--- src/scc_pkg.sv ---
package scc_pkg;
    // ==========================================
    // Register map
    // ==========================================
    localparam int          ADDR_W          = 12;
    localparam int          DATA_W          = 8;
    localparam logic [11:0] ADDR_FINE_EN    = 12'h117;
    localparam logic [11:0] ADDR_FINE_SKEW  = 12'h118;
    localparam logic [11:0] ADDR_CLK_STAT   = 12'h11C;
    localparam logic [11:0] ADDR_SYNC_A     = 12'h120;
    localparam logic [11:0] ADDR_SYNC_B     = 12'h121;
    localparam logic [11:0] ADDR_WIN_STAT   = 12'h128;
    localparam logic [11:0] ADDR_PHASE_STAT = 12'h129;
    localparam logic [11:0] ADDR_TALLY      = 12'h12A;
    localparam logic [7:0]  RST_FINE_EN     = 8'h00;
    localparam logic [7:0]  RST_FINE_SKEW   = 8'h00;
    localparam logic [7:0]  RST_SYNC_A      = 8'h00;
    localparam logic [7:0]  RST_SYNC_B      = 8'h00;
    localparam logic [7:0]  RST_WIN_STAT    = 8'h00;
    localparam logic [3:0]  RST_PHASE       = 4'h0;
    localparam logic [7:0]  RST_TALLY       = 8'h00;
    localparam logic [7:0]  RD_UNMAPPED     = 8'h00;
    // ==========================================
    // Field positions
    // ==========================================
    localparam int FINE_EN_BIT = 0;
    localparam int CLK_OK_BIT  = 0;
    localparam int TRANS_BIT   = 4;
    localparam int EDGE_BIT    = 3;
    localparam int MODE_LSB    = 1;
    localparam int IGN_LSB     = 0;
    localparam logic [1:0] MODE_OFF   = 2'h0;
    localparam logic [1:0] MODE_CONT  = 2'h1;
    localparam logic [1:0] MODE_NSHOT = 2'h2;
    // ==========================================
    // Fine skew and counts
    // ==========================================
    localparam logic signed [7:0] SKEW_MIN     = 8'shA8;
    localparam logic signed [7:0] SKEW_MAX     = 8'sh57;
    localparam int                SKEW_STEP_FS = 1700;
    localparam logic [3:0]        IGN_MAX_CODE = 4'hF;
    localparam logic [4:0]        IGN_MAX_SKIP = 5'h10;
    localparam int CLK_PERIOD_PS   = 5000;
    localparam int CLK_TIMEOUT_NS  = 1000;
    localparam int CLK_TIMEOUT_CYC = (CLK_TIMEOUT_NS * 1000) / CLK_PERIOD_PS;
    localparam logic [7:0] CLK_TIMEOUT_CNT = CLK_TIMEOUT_CYC[7:0];

    typedef enum logic [1:0] {ST_OFF, ST_RUN, ST_SKIP, ST_DONE} scc_state_t;
endpackage

--- src/scc_sync_if.sv ---
`timescale 1ns/1ps
interface scc_sync_if;
    logic clk_in;
    logic sync_in;
    logic edge_sel;
    logic trans_sel;
    logic clk_edge;
    logic sync_event;

    modport detect (input clk_in, input sync_in, input edge_sel, input trans_sel,
                    output clk_edge, output sync_event);
    modport ctrl   (output clk_in, output sync_in, output edge_sel, output trans_sel,
                    input clk_edge, input sync_event);
endinterface

--- src/scc_sync_detect.sv ---
`timescale 1ns/1ps
module scc_sync_detect
    import scc_pkg::*;
(
    input  wire logic    i_clk,
    input  wire logic    i_rst_n,
    scc_sync_if.detect   sif
);
    logic prev_clk;
    logic sampled;
    logic primed;
    logic clk_edge;
    logic sync_event;
    logic next_prev_clk;
    logic next_sampled;
    logic next_primed;
    logic next_clk_edge;
    logic next_sync_event;
    logic rise;
    logic fall;
    logic sample_now;

    // ==========================================
    // Edge pick and transition qualify
    // ==========================================
    always_comb begin
        rise            = sif.clk_in & ~prev_clk;
        fall            = ~sif.clk_in & prev_clk;
        sample_now      = sif.edge_sel ? fall : rise;
        next_prev_clk   = sif.clk_in;
        next_clk_edge   = rise | fall;
        next_sampled    = sampled;
        next_primed     = primed;
        next_sync_event = 1'b0;
        if (sample_now) begin
            next_sampled = sif.sync_in;
            next_primed  = 1'b1;
            // First sample only primes, so a high line at reset is no event
            if (primed) begin
                next_sync_event = sif.trans_sel ? (sampled & ~sif.sync_in)
                                                : (~sampled & sif.sync_in);
            end
        end
    end

    always_ff @(posedge i_clk) begin
        if (!i_rst_n) begin
            prev_clk   <= 1'b0;
            sampled    <= 1'b0;
            primed     <= 1'b0;
            clk_edge   <= 1'b0;
            sync_event <= 1'b0;
        end else begin
            prev_clk   <= next_prev_clk;
            sampled    <= next_sampled;
            primed     <= next_primed;
            clk_edge   <= next_clk_edge;
            sync_event <= next_sync_event;
        end
    end

    assign sif.clk_edge   = clk_edge;
    assign sif.sync_event = sync_event;
endmodule

--- src/scc_top.sv ---
// How it works
// The fine skew code is signed and clamps to -88 and +87, each step about 1.7 ps.
// The skew reaches the clock only while the enable bit is set, and setting it pulses a data-path soft reset.
// A read-only bit shows 1 while an input clock toggles and 0 when none is seen.
// A sync event is a low-to-high sample change when transition select is 0, high-to-low when it is 1.
// Sync is sampled on the input clock rising edge when edge select is 0, falling edge when 1.
// Mode 00 disables capture, 01 captures every event, 10 runs N-shot.
// N-shot with ignore code 0000 acts on the next event only and then goes deaf.
// N-shot skips one leading event at 0001 up to sixteen at 1111 before acting on one.
// The host selects N-shot mode before the ignore count has any meaning.
// The divider phase at each capture is kept in a read-only field, 0000 meaning in phase.
// That phase counts half input-clock cycles, up to seven and a half.
// An eight-bit read-only tally counts captures and wraps to zero.
`timescale 1ns/1ps
module scc_top
    import scc_pkg::*;
(
    input  wire logic              I_CLK,
    input  wire logic              I_RST_N,
    input  wire logic [ADDR_W-1:0] I_REG_ADDR,
    input  wire logic [DATA_W-1:0] I_REG_WDATA,
    input  wire logic              I_REG_WR,
    input  wire logic              I_REG_RD,
    output logic      [DATA_W-1:0] O_REG_RDATA,
    input  wire logic              I_CLK_IN,
    input  wire logic              I_SYNC,
    output logic signed [7:0]      O_FINE_SKEW,
    output logic                   O_SOFT_RST,
    output logic                   O_RESYNC,
    output logic                   O_CLK_PRESENT
);
    // ==========================================
    // Register file
    // ==========================================
    logic [7:0] fine_en_reg;
    logic [7:0] skew_reg;
    logic [7:0] setup_a;
    logic [7:0] setup_b;
    logic [7:0] rdata;
    logic       soft_rst;
    logic       rearm;
    logic [7:0] next_fine_en_reg;
    logic [7:0] next_skew_reg;
    logic [7:0] next_setup_a;
    logic [7:0] next_setup_b;
    logic [7:0] next_rdata;
    logic       next_soft_rst;
    logic       next_rearm;

    logic [3:0] phase_cap;
    logic [7:0] tally;
    logic       clk_ok;

    always_comb begin
        next_fine_en_reg = fine_en_reg;
        next_skew_reg    = skew_reg;
        next_setup_a     = setup_a;
        next_setup_b     = setup_b;
        next_soft_rst    = 1'b0;
        next_rearm       = 1'b0;
        next_rdata       = rdata;
        if (I_REG_WR) begin
            case (I_REG_ADDR)
                ADDR_FINE_EN: begin
                    next_fine_en_reg = {7'h00, I_REG_WDATA[FINE_EN_BIT]};
                    next_soft_rst    = I_REG_WDATA[FINE_EN_BIT] & ~fine_en_reg[FINE_EN_BIT];
                end
                ADDR_FINE_SKEW: begin
                    next_skew_reg = I_REG_WDATA;
                end
                ADDR_SYNC_A: begin
                    next_setup_a = {3'h0, I_REG_WDATA[4:0]};
                    next_rearm   = 1'b1;
                end
                ADDR_SYNC_B: begin
                    next_setup_b = {4'h0, I_REG_WDATA[3:0]};
                    next_rearm   = 1'b1;
                end
                default: begin
                end
            endcase
        end
        if (I_REG_RD) begin
            case (I_REG_ADDR)
                ADDR_FINE_EN:    next_rdata = fine_en_reg;
                ADDR_FINE_SKEW:  next_rdata = skew_reg;
                ADDR_CLK_STAT:   next_rdata = {7'h00, clk_ok};
                ADDR_SYNC_A:     next_rdata = setup_a;
                ADDR_SYNC_B:     next_rdata = setup_b;
                ADDR_WIN_STAT:   next_rdata = RST_WIN_STAT;
                ADDR_PHASE_STAT: next_rdata = {4'h0, phase_cap};
                ADDR_TALLY:      next_rdata = tally;
                default:         next_rdata = RD_UNMAPPED;
            endcase
        end
    end

    always_ff @(posedge I_CLK) begin
        if (!I_RST_N) begin
            fine_en_reg <= RST_FINE_EN;
            skew_reg    <= RST_FINE_SKEW;
            setup_a     <= RST_SYNC_A;
            setup_b     <= RST_SYNC_B;
            rdata       <= RD_UNMAPPED;
            soft_rst    <= 1'b0;
            rearm       <= 1'b0;
        end else begin
            fine_en_reg <= next_fine_en_reg;
            skew_reg    <= next_skew_reg;
            setup_a     <= next_setup_a;
            setup_b     <= next_setup_b;
            rdata       <= next_rdata;
            soft_rst    <= next_soft_rst;
            rearm       <= next_rearm;
        end
    end

    // ==========================================
    // Fine skew trim
    // ==========================================
    logic signed [7:0] skew_code;
    logic signed [7:0] skew_out;
    logic signed [7:0] next_skew_out;

    always_comb begin
        skew_code = signed'(skew_reg);
        if (skew_code <= SKEW_MIN) begin
            next_skew_out = SKEW_MIN;
        end else if (skew_code >= SKEW_MAX) begin
            next_skew_out = SKEW_MAX;
        end else begin
            next_skew_out = skew_code;
        end
        if (!fine_en_reg[FINE_EN_BIT]) begin
            next_skew_out = 8'sh00;
        end
    end

    always_ff @(posedge I_CLK) begin
        if (!I_RST_N) begin
            skew_out <= 8'sh00;
        end else begin
            skew_out <= next_skew_out;
        end
    end

    // ==========================================
    // Sync edge detection
    // ==========================================
    scc_sync_if sif ();

    assign sif.clk_in    = I_CLK_IN;
    assign sif.sync_in   = I_SYNC;
    assign sif.edge_sel  = setup_a[EDGE_BIT];
    assign sif.trans_sel = setup_a[TRANS_BIT];

    scc_sync_detect u_detect (
        .i_clk   (I_CLK),
        .i_rst_n (I_RST_N),
        .sif     (sif)
    );

    // ==========================================
    // Clock presence watchdog
    // ==========================================
    logic [7:0] idle_cnt;
    logic [7:0] next_idle_cnt;
    logic       next_clk_ok;

    always_comb begin
        next_idle_cnt = idle_cnt;
        next_clk_ok   = clk_ok;
        if (sif.clk_edge) begin
            next_idle_cnt = 8'h00;
            next_clk_ok   = 1'b1;
        end else if (idle_cnt == CLK_TIMEOUT_CNT) begin
            next_clk_ok   = 1'b0;
        end else begin
            next_idle_cnt = idle_cnt + 8'h01;
        end
    end

    always_ff @(posedge I_CLK) begin
        if (!I_RST_N) begin
            idle_cnt <= 8'h00;
            clk_ok   <= 1'b0;
        end else begin
            idle_cnt <= next_idle_cnt;
            clk_ok   <= next_clk_ok;
        end
    end

    // ==========================================
    // Capture sequencer, divider phase, tally
    // ==========================================
    scc_state_t state;
    scc_state_t next_state;
    logic [4:0] skip_left;
    logic [4:0] next_skip_left;
    logic [3:0] div_phase;
    logic [3:0] next_div_phase;
    logic [3:0] next_phase_cap;
    logic [7:0] next_tally;
    logic       resync;
    logic       next_resync;
    logic       act;
    logic [1:0] mode;
    logic [3:0] ign;

    always_comb begin
        mode           = setup_a[MODE_LSB +: 2];
        ign            = setup_b[IGN_LSB +: 4];
        next_state     = state;
        next_skip_left = skip_left;
        next_phase_cap = phase_cap;
        next_tally     = tally;
        act            = 1'b0;
        // Half-cycle steps: every input clock edge moves the divider by one
        next_div_phase = sif.clk_edge ? div_phase + 4'h1 : div_phase;
        if (rearm) begin
            // Events in the rearm cycle are dropped for a clean start
            case (mode)
                MODE_CONT:  next_state = ST_RUN;
                MODE_NSHOT: next_state = ST_SKIP;
                default:    next_state = ST_OFF;
            endcase
            next_skip_left = (ign == IGN_MAX_CODE) ? IGN_MAX_SKIP : {1'b0, ign};
        end else if (sif.sync_event) begin
            case (state)
                ST_RUN: begin
                    act = 1'b1;
                end
                ST_SKIP: begin
                    if (skip_left == 5'h00) begin
                        act        = 1'b1;
                        next_state = ST_DONE;
                    end else begin
                        next_skip_left = skip_left - 5'h01;
                    end
                end
                ST_OFF, ST_DONE: begin
                end
                default: begin
                    next_state = ST_OFF;
                end
            endcase
        end
        if (act) begin
            // The capturing edge is itself one half-cycle step
            next_phase_cap = div_phase + 4'h1;
            next_tally     = tally + 8'h01;
            next_div_phase = 4'h0;
        end
        next_resync = act;
    end

    always_ff @(posedge I_CLK) begin
        if (!I_RST_N) begin
            state     <= ST_OFF;
            skip_left <= 5'h00;
            div_phase <= 4'h0;
            phase_cap <= RST_PHASE;
            tally     <= RST_TALLY;
            resync    <= 1'b0;
        end else begin
            state     <= next_state;
            skip_left <= next_skip_left;
            div_phase <= next_div_phase;
            phase_cap <= next_phase_cap;
            tally     <= next_tally;
            resync    <= next_resync;
        end
    end

    // ==========================================
    // Elaboration checks
    // ==========================================
    // Watchdog counter is only eight bits wide
    if (CLK_TIMEOUT_CYC < 1 || CLK_TIMEOUT_CYC > 255) begin : g_bad_timeout
        $error("clock watchdog count does not fit its counter");
    end
    // Top ignore code must skip one more than its value
    if (IGN_MAX_SKIP != {1'b0, IGN_MAX_CODE} + 5'h01) begin : g_bad_skip
        $error("largest skip does not follow the top ignore code");
    end
    if (SKEW_MIN >= SKEW_MAX) begin : g_bad_clamp
        $error("skew clamp bounds reversed");
    end
    // Setup fields must stay inside one byte
    if (TRANS_BIT > 7 || EDGE_BIT > 7 || MODE_LSB > 6 || IGN_LSB > 4) begin : g_bad_field
        $error("sync setup fields fall outside the register");
    end
    if (ADDR_W != 12 || DATA_W != 8) begin : g_bad_bus
        $error("register bus widths differ from the map");
    end

    assign O_REG_RDATA   = rdata;
    assign O_FINE_SKEW   = skew_out;
    assign O_SOFT_RST    = soft_rst;
    assign O_RESYNC      = resync;
    assign O_CLK_PRESENT = clk_ok;
endmodule

--- config.mk ---
export PLATFORM = sky130hd
export DESIGN_NAME = scc_top
export DESIGN_NICKNAME = d
export VERILOG_FILES = /design/src/scc_pkg.sv /design/src/scc_sync_if.sv /design/src/scc_sync_detect.sv /design/src/scc_top.sv
export SDC_FILE = /design/constraint.sdc
export NUM_CORES = 1
export LEC_CHECK = 0
export ABC_AREA = 1
export CORE_MARGIN = 1
export CORE_UTILIZATION = 65
export DETAILED_ROUTE_END_ITERATION = 12
export DONT_BUFFER_PORTS = 1
export PLACE_DENSITY = 0.79
export SYNTH_ARGS = -nofsm -noshare
export SYNTH_HDL_FRONTEND = slang
export SYNTH_SLANG_ARGS = --single-unit
export TNS_END_PERCENT = 50
--- constraint.sdc ---
create_clock -name I_CLK -period 2.7 [get_ports I_CLK]
set_input_delay 0.405 -clock I_CLK [delete_from_list [all_inputs] [get_ports I_CLK]]
set_output_delay 0.405 -clock I_CLK [all_outputs]
set_load 0.02 [all_outputs]
==> results by group <==
Clock tree
  • CTS root buffer: clkbuf_8
  • H-tree depth: 3
  • CTS tree: built
  • Post-CTS Setup Inserts: 0
  • Clk_lat worst skew: 0.35 ns
  • Clk sinks: 74
  • Hold-fix buffers, CTS: 0
  • Post-CTS Resized: 0
  • Total CTS buffers: 9
  • CTS clk-pin slew, worst paths: 0.08 ns
  • Clock Tree Buf Depth: 2

Power and ir drop
  • Pwr dens: 559.9 mW/mm^2
  • Switching pwr: 472.9 uW
  • Sequential Power Share: 52.2%
  • Power share of the clock group: 44.1%
  • Sw Share: 22.05%
  • Peak VDD IR: 0.4029 mV
  • Internal power: 1672 uW
  • Leak: 0.001550 uW
  • Comb pwr share: 3.6%

Flow run
  • Max-cap violations: 0

Synthesis
  • Synth Warn #: 0
  • Synthesized instance count: 467
  • Syn_nets: 502
  • Post-synthesis cell area: 0.003587 mm^2
  • Avg Synthesized Cell Area: 7.681 um^2
  • Synth Register Bits: 74
  • Seq/Total Area, Yosys: 41.30%
  • Yosys cell types: 45
  • Ys flop type: dfxtp_1
  • Synth async-reset ratio: 0%
  • EDFF count, synth: 0

Setup path
  • WP data arrival: 1.91 ns
  • Worst path most repeated cell: nand2_1
  • Crit path cell chain: inv_1, ha_1, nand2_1, nor2_2, nand2_1, nand2_2, nand2_4, o21ai_0, nor3b_2
  • CP Launch Type: flip-flop
  • Kind of critical path: reg -> reg
  • Flop-to-flop setup slack: 1.08 ns
  • Worst path bufs/invs: 1
  • Top delay family on crit path: simple AND/OR/NAND/NOR gates
  • Worst-path fanout max: 18
  • CP Data Required Time: 2.99 ns
  • CP max stage delay: 0.32 ns
  • CP endpoint kind: flip-flop
  • Crit path max-delay cell type: dfxtp_1

Status
  • Outcome: finished, final reports clean

STA
  • Final setup viols: 0
  • Clock Skew: 0.008623 ns
  • Final Critical Period: 1.620 ns
  • RSZ-0062 raised after global routing: false
  • Setup_tns: 0 ns
  • Slew Limit Headroom: 71.61%
  • Tcrit/Tclk final: 59.98%
  • Actual slew at the worst max-slew pin: 0.4240 ns
  • Fmax: 617.5 MHz
  • Slew Limit Fails: 0
  • Final hold violations: 0

Die
  • Area of the die: 0.005820 mm^2
  • Core area: 0.005205 mm^2
  • Chip Width: 76.29 um
  • Die Ht: 76.29 um
  • I/O pins: 45
  • Row count: 26
  • Initial Utilization: 68.92%

Route
  • Drt drc: 0
  • WL final: 7.883 mm
  • Vias: 3,055
  • Drt pass-1 iters: 4
  • DR vias/cell: 5.626
  • Wire per inst: 14.52 um
  • DR iter-0 viols: 209
  • Antenna-violating nets left: 0

Hold path
  • Hold Crit Class: in -> reg

Global route
  • Vias in the first global route: 2,957
  • Largest net degree at the start of global routing: 38
  • Antenna violations before repair: 0
  • Global-route usage over all layers: 28.22%
  • GR Overflow Total: 0
  • First-pass GRT wire length: 12.92 mm

Layout
  • Fill count: 432
  • # diodes: 0
  • Layout cells sized above 1: 13.74%
  • Area of the multi-input gates: 0.001809 mm^2
  • Area Growth Syn to Fin: 6.801%
  • Area occupied by registers: 0.001481 mm^2
  • Final #Nets: 503
  • Final instance area: 0.003831 mm^2

Placement
  • Post-placement cell area: 0.003612 mm^2
  • Hpwl dp: 5.677 mm
  • Gpl congestion: 0.8845
  • PortBufs: 0
[power groups by stage]
stage / clock, uW / sequential, uW / combinational, uW
after global placement: 0 / 1140 / 73.6
final: 947 / 1120 / 77.4
after detailed placement: 0 / 1150 / 76.3
after global routing: 1000 / 1120 / 86.4
after floorplan: 0 / 1140 / 72.0
after CTS: 962 / 1120 / 77.1
[final timing paths]
check	startpoint	end	depth (start not counted)
max	skip_left[0]	tally[7]	9
min	I_CLK_IN	u_detect.prev_clk	2
max reg2reg	skip_left[0]	tally[7]	9
min reg2reg	u_detect.primed	u_detect.sif.sync_event	2
[cell families after synthesis]
logic type      share of synthesized area (%)
xor+xnor                                1.953
flops                                   41.30
buf+inv                                 8.266
mux                                    0.2790
simple gates                            29.82
compound gates                          15.24
fa+ha+maj                               3.139
[final cells by class]
cell class	count	area share, %
Timing Repair Buffer	1	0.1960
Inverter	59	5.911
Tap cell	70	2.286
Clock inverter	5	2.025
Clock buffer	11	3.690
Sequential cell	74	38.67
Multi-Input combinational cell	323	47.22
[per-layer routing]
layer  global-route usage, %  up-vias  part of all wire, %
met4                   10.77        0                  2.0
met2                   50.54       93                   49
met1                   31.21     1400                   43
li1                        -     1543                    -
met3                   8.383       19                  5.9
met5                       0        -                    0
[synthesized netlist by cell type, types with 7 or more instances]
library cell / instances / area share, %
dfxtp_1: 74 / 41
nand2_1: 73 / 7.6
inv_1: 49 / 5.1
nor2_1: 44 / 4.6
nand3_1: 39 / 5.4
a21oi_1: 38 / 5.3
o21ai_0: 21 / 2.9
o21ai_1: 17 / 2.4
nor3_1: 10 / 1.4
ha_1: 9 / 3.1
inv_2: 8 / 0.84
nor2_4: 8 / 2.5
nor2_2: 7 / 1.2
[stage by stage]
step	utilization (%)	total power (uW)	worst slack (ns)	hold slack, ns	instances
6_report	73.61	2145	1.080	0.1508	543
5_1_grt	73.61	2212	0.9504	0.1440	543
4_1_cts	73.61	2159	1.086	0.1339	543
3_5_place_dp	69.40	1222	1.096	0.4396	527
3_3_place_gp	69.40	1218	1.180	0.4308	527
2_1_floorplan	-	1213	1.310	0.4224	467
[cells in the final DEF (no fill, tap or decap), types with 4 or more instances in the layout]
cell type	instances
dfxtp_1	74
nor2_1	44
xor2_1	5
nor3_1	10
clkbuf_8	10
o21ai_0	21
nand4_1	4
nand2_4	5
nor2_4	8
nand2_1	73
a21oi_2	5
nand2_2	4
nor2_2	7
a21oi_1	38
o21ai_1	17
ha_1	9
inv_2	8
inv_1	49
nand3_1	39
Power figures use the tool's default switching activity.
